**src/rtl/lec_regs.svh**
```systemverilog
// register offsets, field positions, reset values for the led engine config bank
`ifndef LEC_REGS_SVH
`define LEC_REGS_SVH
`define LEC_OFS_DIMMER3     8'h4a
`define LEC_OFS_START1      8'h4c
`define LEC_OFS_START2      8'h4d
`define LEC_OFS_START3      8'h4e
`define LEC_OFS_PAGE        8'h4f
`define LEC_OFS_MAP_UPPER   8'h70
`define LEC_OFS_MAP_LOWER   8'h71
`define LEC_OFS_WIN_BASE    8'h50
`define LEC_RST_BYTE        8'h00
`define LEC_START_W         7
`define LEC_PAGE_W          3
`define LEC_PAGE_WORDS      16
`define LEC_PAGE_COUNT      6
`define LEC_MAP_AUX_BIT     7
`define LEC_MAP_OUT9_BIT    0
`endif

```
**src/rtl/lec_pkg.sv**
```systemverilog
// types shared by the led engine config bank
package lec_pkg;
    typedef struct packed {
        logic       wr;
        logic       rd;
        logic [7:0] addr;
        logic [7:0] wdata;
    } lec_req_type;

    typedef struct packed {
        logic       aux;
        logic [8:0] outs;
    } lec_map_type;
endpackage : lec_pkg

```
**src/rtl/lec_code_mem.sv**
```systemverilog
// paged program memory with its own array
`timescale 1ns/1ps
`include "lec_regs.svh"
module lec_code_mem #(
    parameter int WORD_W = 16,
    parameter int DEPTH  = 96
) (
    input  wire logic              clk_sys,
    input  wire logic              we,
    input  wire logic [6:0]        waddr,
    input  wire logic [WORD_W-1:0] wdata,
    input  wire logic [6:0]        raddr,
    output logic      [WORD_W-1:0] rdata
);
    logic [WORD_W-1:0] mem [DEPTH];

    // no reset on the array: program contents are loaded by software
    always_ff @(posedge clk_sys) begin
        if (we && (int'(waddr) < DEPTH)) begin
            mem[waddr] <= wdata;
        end
    end

    always_ff @(posedge clk_sys) begin
        if (int'(raddr) < DEPTH) begin
            rdata <= mem[raddr];
        end else begin
            rdata <= '0;
        end
    end
endmodule : lec_code_mem

```
**src/rtl/lec_config_regs.sv**
```systemverilog
// register bank: group dimmer, engine start addresses, page select, engine 1 map
`timescale 1ns/1ps
`include "lec_regs.svh"
module lec_config_regs (
    input  wire logic                clk_sys,
    input  wire logic                srst,
    input  wire lec_pkg::lec_req_type req,
    input  wire lec_pkg::lec_map_type engine_one_map,
    output logic      [7:0]          rdata,
    output logic                     rvalid,
    output logic      [7:0]          group_dimmer_three,
    output logic      [6:0]          engine_one_start_address,
    output logic      [6:0]          engine_two_start_address,
    output logic      [6:0]          engine_three_start_address,
    output logic      [2:0]          code_page,
    output logic      [6:0]          code_rd_addr
);
    import lec_pkg::*;

    logic [7:0] dimmer_reg;
    logic [6:0] start1_reg;
    logic [6:0] start2_reg;
    logic [6:0] start3_reg;
    logic [2:0] page_reg;
    logic [9:0] map_reg;
    logic [7:0] rdata_reg;
    logic       rvalid_reg;
    logic       win_hit;
    logic       page_ok;
    logic [6:0] win_addr;
    logic       mem_rd_pend_reg;
    logic       mem_we;
    logic [7:0] mem_rdata;

    // -----------------------------------------------------------------
    // program window decode
    // -----------------------------------------------------------------
    assign win_hit  = (req.addr >= `LEC_OFS_WIN_BASE) &&
                      (req.addr <  (`LEC_OFS_WIN_BASE + 8'(`LEC_PAGE_WORDS)));
    assign page_ok  = (int'(page_reg) < `LEC_PAGE_COUNT);
    // 16n + offset: page code forms the high bits of the word address
    assign win_addr = {page_reg, req.addr[3:0]};
    assign mem_we   = req.wr && win_hit && page_ok;
    assign code_rd_addr = win_addr;

    // -----------------------------------------------------------------
    // program memory
    // -----------------------------------------------------------------
    // array lives here so window writes persist across page changes
    lec_code_mem #(
        .WORD_W (8),
        .DEPTH  (`LEC_PAGE_WORDS * `LEC_PAGE_COUNT)
    ) u_mem (
        .clk_sys (clk_sys),
        .we      (mem_we),
        .waddr   (win_addr),
        .wdata   (req.wdata),
        .raddr   (win_addr),
        .rdata   (mem_rdata)
    );

    // -----------------------------------------------------------------
    // writable registers and the read-only engine 1 map
    // -----------------------------------------------------------------
    always_ff @(posedge clk_sys) begin
        if (srst) begin
            dimmer_reg <= `LEC_RST_BYTE;
        end else if (req.wr && req.addr == `LEC_OFS_DIMMER3) begin
            dimmer_reg <= req.wdata;
        end
    end

    always_ff @(posedge clk_sys) begin
        if (srst) begin
            start1_reg <= '0;
            start2_reg <= '0;
            start3_reg <= '0;
        end else if (req.wr) begin
            // upper bit dropped on write so it always reads zero
            if (req.addr == `LEC_OFS_START1) start1_reg <= req.wdata[6:0];
            if (req.addr == `LEC_OFS_START2) start2_reg <= req.wdata[6:0];
            if (req.addr == `LEC_OFS_START3) start3_reg <= req.wdata[6:0];
        end
    end

    always_ff @(posedge clk_sys) begin
        if (srst) begin
            page_reg <= '0;
        end else if (req.wr && req.addr == `LEC_OFS_PAGE) begin
            // codes 6 and 7 are kept; the window decode refuses them
            page_reg <= req.wdata[2:0];
        end
    end

    // map status follows engine 1; host writes never reach it
    always_ff @(posedge clk_sys) begin
        if (srst) begin
            map_reg <= '0;
        end else begin
            map_reg <= {engine_one_map.aux, engine_one_map.outs};
        end
    end

    // -----------------------------------------------------------------
    // read path, one cycle latency; window reads one more
    // -----------------------------------------------------------------
    always_ff @(posedge clk_sys) begin
        if (srst) begin
            mem_rd_pend_reg <= 1'b0;
        end else begin
            mem_rd_pend_reg <= req.rd && win_hit && page_ok;
        end
    end

    always_ff @(posedge clk_sys) begin
        if (srst) begin
            rdata_reg  <= '0;
            rvalid_reg <= 1'b0;
        end else if (mem_rd_pend_reg) begin
            rdata_reg  <= mem_rdata;
            rvalid_reg <= 1'b1;
        end else if (req.rd && !(win_hit && page_ok)) begin
            // pages 6 and 7 land here and read zero in one cycle
            rvalid_reg <= 1'b1;
            case (req.addr)
                `LEC_OFS_DIMMER3:   rdata_reg <= dimmer_reg;
                `LEC_OFS_START1:    rdata_reg <= {1'b0, start1_reg};
                `LEC_OFS_START2:    rdata_reg <= {1'b0, start2_reg};
                `LEC_OFS_START3:    rdata_reg <= {1'b0, start3_reg};
                `LEC_OFS_PAGE:      rdata_reg <= {5'h00, page_reg};
                `LEC_OFS_MAP_UPPER: rdata_reg <= {map_reg[9], 6'h00, map_reg[8]};
                `LEC_OFS_MAP_LOWER: rdata_reg <= map_reg[7:0];
                default:            rdata_reg <= 8'h00;
            endcase
        end else begin
            rvalid_reg <= 1'b0;
        end
    end

    assign rdata  = rdata_reg;
    assign rvalid = rvalid_reg;
    assign group_dimmer_three         = dimmer_reg;
    assign engine_one_start_address   = start1_reg;
    assign engine_two_start_address   = start2_reg;
    assign engine_three_start_address = start3_reg;
    assign code_page                  = page_reg;

    // -----------------------------------------------------------------
    // checks: reset and register writes
    // -----------------------------------------------------------------
    // no disable here, so the clear itself is what gets checked
    a_reset_values: assert property (@(posedge clk_sys)
        srst |=> dimmer_reg == 8'h00 && start1_reg == 7'h00 && start2_reg == 7'h00
        && start3_reg == 7'h00 && page_reg == 3'h0 && map_reg == 10'h000 && !rvalid)
        else $error("register not cleared by reset");

    a_dimmer_write: assert property (@(posedge clk_sys) disable iff (srst)
        req.wr && req.addr == `LEC_OFS_DIMMER3 |=> group_dimmer_three == $past(req.wdata))
        else $error("dimmer write lost");

    a_start1_write: assert property (@(posedge clk_sys) disable iff (srst)
        req.wr && req.addr == `LEC_OFS_START1 |=> start1_reg == $past(req.wdata[6:0]))
        else $error("start1 write lost");

    a_start2_write: assert property (@(posedge clk_sys) disable iff (srst)
        req.wr && req.addr == `LEC_OFS_START2 |=> start2_reg == $past(req.wdata[6:0]))
        else $error("start2 write lost");

    a_start3_write: assert property (@(posedge clk_sys) disable iff (srst)
        req.wr && req.addr == `LEC_OFS_START3 |=> start3_reg == $past(req.wdata[6:0]))
        else $error("start3 write lost");

    a_page_write: assert property (@(posedge clk_sys) disable iff (srst)
        req.wr && req.addr == `LEC_OFS_PAGE |=> code_page == $past(req.wdata[2:0]))
        else $error("page write lost");

    a_bad_page_nowr: assert property (@(posedge clk_sys) disable iff (srst)
        page_reg > 3'h5 |-> !mem_we)
        else $error("write on invalid page");

    // -----------------------------------------------------------------
    // checks: register reads
    // -----------------------------------------------------------------
    a_dimmer_read: assert property (@(posedge clk_sys) disable iff (srst)
        req.rd && req.addr == `LEC_OFS_DIMMER3 |=> rvalid && rdata == $past(dimmer_reg))
        else $error("dimmer read wrong");

    a_start2_read: assert property (@(posedge clk_sys) disable iff (srst)
        req.rd && req.addr == `LEC_OFS_START2 |=> rvalid && rdata == {1'b0, $past(start2_reg)})
        else $error("start2 read wrong");

    a_page_read: assert property (@(posedge clk_sys) disable iff (srst)
        req.rd && req.addr == `LEC_OFS_PAGE |=> rvalid && rdata[7:3] == 5'h00)
        else $error("page upper bits not zero");

    a_start_top_zero: assert property (@(posedge clk_sys) disable iff (srst)
        req.rd && req.addr == `LEC_OFS_START1 |=> rdata[7] == 1'b0)
        else $error("start upper bit not zero");

    a_upper_map_read: assert property (@(posedge clk_sys) disable iff (srst)
        req.rd && req.addr == `LEC_OFS_MAP_UPPER |=> rvalid && rdata[6:1] == 6'h00
        && rdata[7] == $past(map_reg[9]) && rdata[0] == $past(map_reg[8]))
        else $error("upper map read wrong");

    a_lower_map_read: assert property (@(posedge clk_sys) disable iff (srst)
        req.rd && req.addr == `LEC_OFS_MAP_LOWER |=> rvalid && rdata == $past(map_reg[7:0]))
        else $error("lower map read wrong");

    // each lower-map output bit (outs 0 to 7) traced from the engine level two edges back
    for (genvar b = 0; b < 8; b++) begin : g_map_bit
        a_map_bit_read: assert property (@(posedge clk_sys) disable iff (srst)
            req.rd && req.addr == `LEC_OFS_MAP_LOWER && !$past(srst)
            |=> rdata[b] == $past(engine_one_map.outs[b], 2))
            else $error("map bit read wrong");
    end

    a_window_latency: assert property (@(posedge clk_sys) disable iff (srst)
        req.rd && win_hit && page_ok |=> !rvalid ##1 rvalid)
        else $error("window read answer late");

    a_bad_page_read: assert property (@(posedge clk_sys) disable iff (srst)
        req.rd && win_hit && page_reg > 3'h5 |=> rvalid && rdata == 8'h00)
        else $error("invalid page read not zero");
endmodule : lec_config_regs

```
**config.mk**
```make
export PLATFORM = sky130hd
export DESIGN_NAME = lec_config_regs
export DESIGN_NICKNAME = d
export VERILOG_FILES = /design/src/rtl/lec_pkg.sv /design/src/rtl/lec_code_mem.sv /design/src/rtl/lec_config_regs.sv
export VERILOG_INCLUDE_DIRS = /design/src /design/src/rtl
export SDC_FILE = /design/constraint.sdc
export NUM_CORES = 1
export LEC_CHECK = 0
export ABC_AREA = 1
export BUFFER_PORTS_ARGS = -buffer_cell sky130_fd_sc_hd__buf_4
export CORE_MARGIN = 5
export CORE_UTILIZATION = 25
export CTS_CLUSTER_DIAMETER = 200
export DETAILED_ROUTE_END_ITERATION = 12
export PLACE_DENSITY = 0.39
export SETUP_SLACK_MARGIN = 0.05
export SYNTH_ARGS = -nofsm -noshare
export SYNTH_HDL_FRONTEND = slang
export SYNTH_SLANG_ARGS = --single-unit
```
**constraint.sdc**
```tcl
create_clock -name clk_sys -period 2.65 [get_ports clk_sys]
set_input_delay 0.265 -clock clk_sys [delete_from_list [all_inputs] [get_ports clk_sys]]
set_output_delay 0.265 -clock clk_sys [all_outputs]
set_load 0.01 [all_outputs]
```
After elaboration in Yosys (flattened, before gate mapping). Memories as Yosys holds them, arrays and structs flattened. A register that Yosys moved wholly into a read port is not among the register bits. Index checks and enable logic that the tools add are counted.

Output and inout bits: 48. Logic and storage cells: 44. Input bits: 30. RAM bits: 768. Register bits after elaboration: 52. Memories: 1.

Memory list: u_mem.mem (words 96, bits a word 8, read ports 1, clocked after Yosys merged registers in 1, write ports 1, line lec_code_mem.sv:15) `logic [WORD_W-1:0] mem [DEPTH];`.

Eq/ne operators: 7. Reductions and logical operators: 16. Muxes and demuxes: 7. $lt $le $gt $ge: 4.

Operators by type and width (number): equality test 8 x 7 -> 1 bit, second input constant (7); case mux 8 bit (7 select lines) (1); two-way mux 8 bit (2); logical AND 1 bit (10); >= comparator 8 x 7 -> 1 bit, second input constant (1); < comparator 8 x 7 -> 1 bit, second input constant (1); < comparator 7 bit, second input constant (1); AND reduction 2 bit (3); two-way mux 1 bit (4); < comparator 3 bit, second input constant (1); logical NOT 1 bit (2); nonzero test 2 bit (1).

Logic depth before layout (Yosys ltp).
Depth in word-level cells: 7. Depth in mapped cells: 13. Mapped depth without buffers: 12.

By module. Synthesis repeated with hierarchy kept, for this count alone.

Cells, all modules: 3042. Area total of the unflattened synthesis: 34199.0 µm².

By module, submodules not included: lec_code_mem (cells each 2673, instances 1, area each 31692.9 µm², seq. area each 23222.3 µm²); lec_config_regs (cells each 369, instances 1, area each 2506.2 µm², seq. area each 1041.0 µm²).

Worst setup path after synthesis. Ideal clock, no wire load.

Path kind: register -> register. Start point: register page_reg[2] (netlist: code_page[2]). End point: memory u_mem.mem[30][0] (enable). Clock period less this slack: 2017 ps. Path buffers: 1. Data arrival time: 1647 ps. Stages on the path, launching flop included: 9. Required time: 2280 ps. Setup time: 370 ps. Path slack: 633 ps. Cell sequence: dfxtp_1 -> nand2_1 -> nand4_1 -> inv_1 -> nand2_1 -> nor2_1 -> nand2_1 -> buf_2 -> nor2_1.

Longest elaborated chain between the ends: 5. Elaborated cells between the ends (all ways): 6. Those cells by class: 2 x order compare; 2 x mux; 2 x reduce/logical.

Ends and longest elaborated chain: start: declaration (line lec_config_regs.sv:24) `logic [2:0] page_reg;`; start signal: assignment (line lec_config_regs.sv:91) `page_reg <= req.wdata[2:0];`; parallel branches: the longest is 5 deep, another holds < comparator 7 bit; end: declaration (line lec_code_mem.sv:15).

Several ways; the timed one is not identified.

Final worst setup path.
Start point: register page_reg[0] (netlist: code_page[0]). End point: memory u_mem.mem[85][0] (enable).

The elaborated chain is that of the path after synthesis.

==> flow_summary.json <==
{
  "synthMuxAreaShare_pct": 0,
  "dieArea_um2": 146000,
  "grt_overflow": 0,
  "gp_congestion": 0.793,
  "final_cells": 5427,
  "cts.clk_slew.worst_paths_ps": 60,
  "leakage_uw": 0.0165,
  "largest_reg_flops": 768,
  "cts_sinks": 828,
  "first_global_vias": 23400,
  "drv_cap": 0,
  "drv_slew": 0,
  "power.total_uw": 28100,
  "cts_tree": "done",
  "synth_common_cells": "nand2_1 (1190), edfxtp_1 (768), nand3_1 (383), inv_1 (355), nor2_1 (155)",
  "hp-class": "in2reg",
  "fmax_ghz": 0.412,
  "drtIter0Drc": 1894,
  "die_w_um": 382,
  "worstSetupStartpointType": "flip-flop",
  "synth_top_family_by_area": "simple AND/OR/NAND/NOR gates",
  "htree_num_levels": 3,
  "end_kind": "flip-flop",
  "syn_nets": 3328,
  "cts_made_buffers": 93,
  "drive_gt1_share_pct": 12.3,
  "wl_um": 116000,
  "rsz0062_at_grt": "no",
  "ys_types": 23,
  "drc": 0,
  "synth-xor-area-share_pct": 0,
  "placedCellCount": 5232,
  "layout_min_cycle_time_ps": 2430,
  "ys_async_sr_fraction_pct": 0,
  "clock_latency_ps": 690,
  "worst_pin_slew_ps": 734,
  "period_share_pct": 91.6,
  "yosysWarnings": 0,
  "syn_inst": 3298,
  "finalSetupViolCount": 0,
  "start_util_pct": 25.2,
  "cts_buffer_depth": 3,
  "place_area_um2": 38800,
  "syn2layout_area_growth_pct": 20.7,
  "post_cts_buffers": 0,
  "vias_per_cell": 4.43,
  "synth_top_area_share_pct": 66.5,
  "synth-main-ff-cell": "edfxtp_1",
  "ant_nets": 0,
  "synth_simple_gate_area_share_pct": 21.7,
  "core_region_area_um2": 138000,
  "syn_area_per_cell_um2": 10.5,
  "max_slew_margin_pct": 51.0,
  "syn_area_um2": 34700,
  "avgRoutedWirePerCell_um": 21.5,
  "hold_viol_final": 0,
  "grt_pass1_wl_um": 168000,
  "track_usage_pct": 15.6,
  "drtPass1Iterations": 5,
  "crit_required_ps": 3040,
  "num_rows": 136,
  "antenna_found_initial": 1,
  "synthAdderAreaFrac_pct": 0,
  "synth_area_leaders": "edfxtp_1 (67%), nand2_1 (13%), nand3_1 (5.5%), inv_1 (3.8%), dfxtp_1 (3.5%)",
  "cp_max_fo": 18,
  "synth_compound_area_share_pct": 1.68,
  "synth_edf_count": 768,
  "arrival_ps": 2820,
  "yosysTopAreaCell": "edfxtp_1",
  "ios": 78,
  "crit_type": "reg2reg",
  "design_area_um2": 41800,
  "synth_seq_cells": 828,
  "grt_max_degree": 74,
  "die_y_um": 382,
  "clock-root-buffer": "clkbuf_16",
  "synth_seq_area_share_pct": 70.0,
  "skew_ps": 25.7,
  "yosysMostFrequentCell": "nand2_1",
  "power_per_cell_area_nw_per_um2": 671,
  "fin_setup_tns_ps": 0,
  "nets": 3590,
  "numPortBuffers": 77,
  "status": "complete, no violations",
  "vdd_drop_max_v": 0.000496,
  "post-route-util_pct": 30.4,
  "via_count": 24100,
  "dp_hpwl_um": 73500
}
==> cells by family after synthesis <==
family,count (synthesis)
AOI/OAI and AO/OA,115
buffers and inverters,538
DFF,828
and+or+nand+nor,1817
==> critical path, cell delays in order, from the launching register on <==
cell and delay [ps]:
dfxtp_1 350, buf_4 170, inv_1 90, nor2_2 140, buf_4 370, nand2_1 420
nor2_1 340, buf_4 210
==> per-layer routing <==
| metal | vias up | part of all wire (%) | track usage [%] |
|---|---|---|---|
| li1 | 11500 | - | - |
| met1 | 11900 | 47 | 22.3 |
| met2 | 539 | 46 | 24.8 |
| met3 | 147 | 4.9 | 2.56 |
| met4 | 0 | 2.2 | 3.67 |
| met5 | - | 0 | 0 |
==> worst paths after layout <==
check	startpoint	endpoint	slack [ps]	depth (start not counted)
hold reg to reg	rdata[7]$_SDFFE_PP0P_	rdata[7]$_SDFFE_PP0P_	480	2
setup / recovery	code_page[0]$_SDFFE_PP0P_	u_mem.mem[85][0]$_DFFE_PP_	220	7
setup reg to reg	code_page[0]$_SDFFE_PP0P_	u_mem.mem[85][0]$_DFFE_PP_	220	7
hold / removal	req[6]	u_mem.mem[29][6]$_DFFE_PP_	80	1
==> through the flow <==
step	worst slack (ps)	hold slack, ps
after floorplan	633	364
after global placement	62.5	460
after detailed placement	91.7	470
after CTS	174	34.7
after global routing	115	48.0
final	222	78.3
==> cells in the final DEF (no fill, tap or decap), types with 2 or more instances in the layout <==
cell type / synthesis / routed
o21ai_1: 26 / 26
clkbuf_8: 0 / 2
nor2_2: 5 / 4
buf_12: 0 / 32
inv_1: 355 / 354
dfxtp_1: 60 / 60
inv_6: 0 / 2
nor2_1: 155 / 154
clkinv_1: 2 / 25
nand2_1: 1190 / 1190
dlygate4sd3_1: 0 / 27
buf_4: 32 / 282
inv_2: 5 / 3
clkbuf_16: 0 / 93
clkinv_8: 0 / 6
clkbuf_1: 29 / 28
nor2_4: 1 / 3
edfxtp_1: 768 / 768
nand4_1: 77 / 77
nor3_1: 3 / 3
nor3_2: 2 / 2
o22ai_1: 6 / 6
bufinv_16: 0 / 2
clkinv_2: 0 / 10
nand3_1: 383 / 383
o21ai_0: 40 / 40
a21oi_1: 43 / 43
==> power breakdown <==
part / switching (µW) / internal, µW / leakage, µW
sequential: 32.1 / 14300 / 0.00739
combinational: 1200 / 462 / 0.00772
clock: 5400 / 6710 / 0.00135
total: 6630 / 21500 / 0.0165
==> final cells by class <==
cell class | count | area [µm²]
sequential | 828 | 24300
tap | 1794 | 2240
clock inverter | 44 | 319
clock buffer | 123 | 2460
inverter | 362 | 1370
timing repair buffer | 343 | 3050
fill | 14300 | 95800
antenna | 1 | 2.50
multi-input combinational | 1932 | 8130
==> timing repair <==
action                    in CTS  in global routing
hold buffers                  27                  0
gates resized for setup        0                  0
hold endpoints to repair      56                  0
Note: power is estimated with default switching activity, not from simulation.
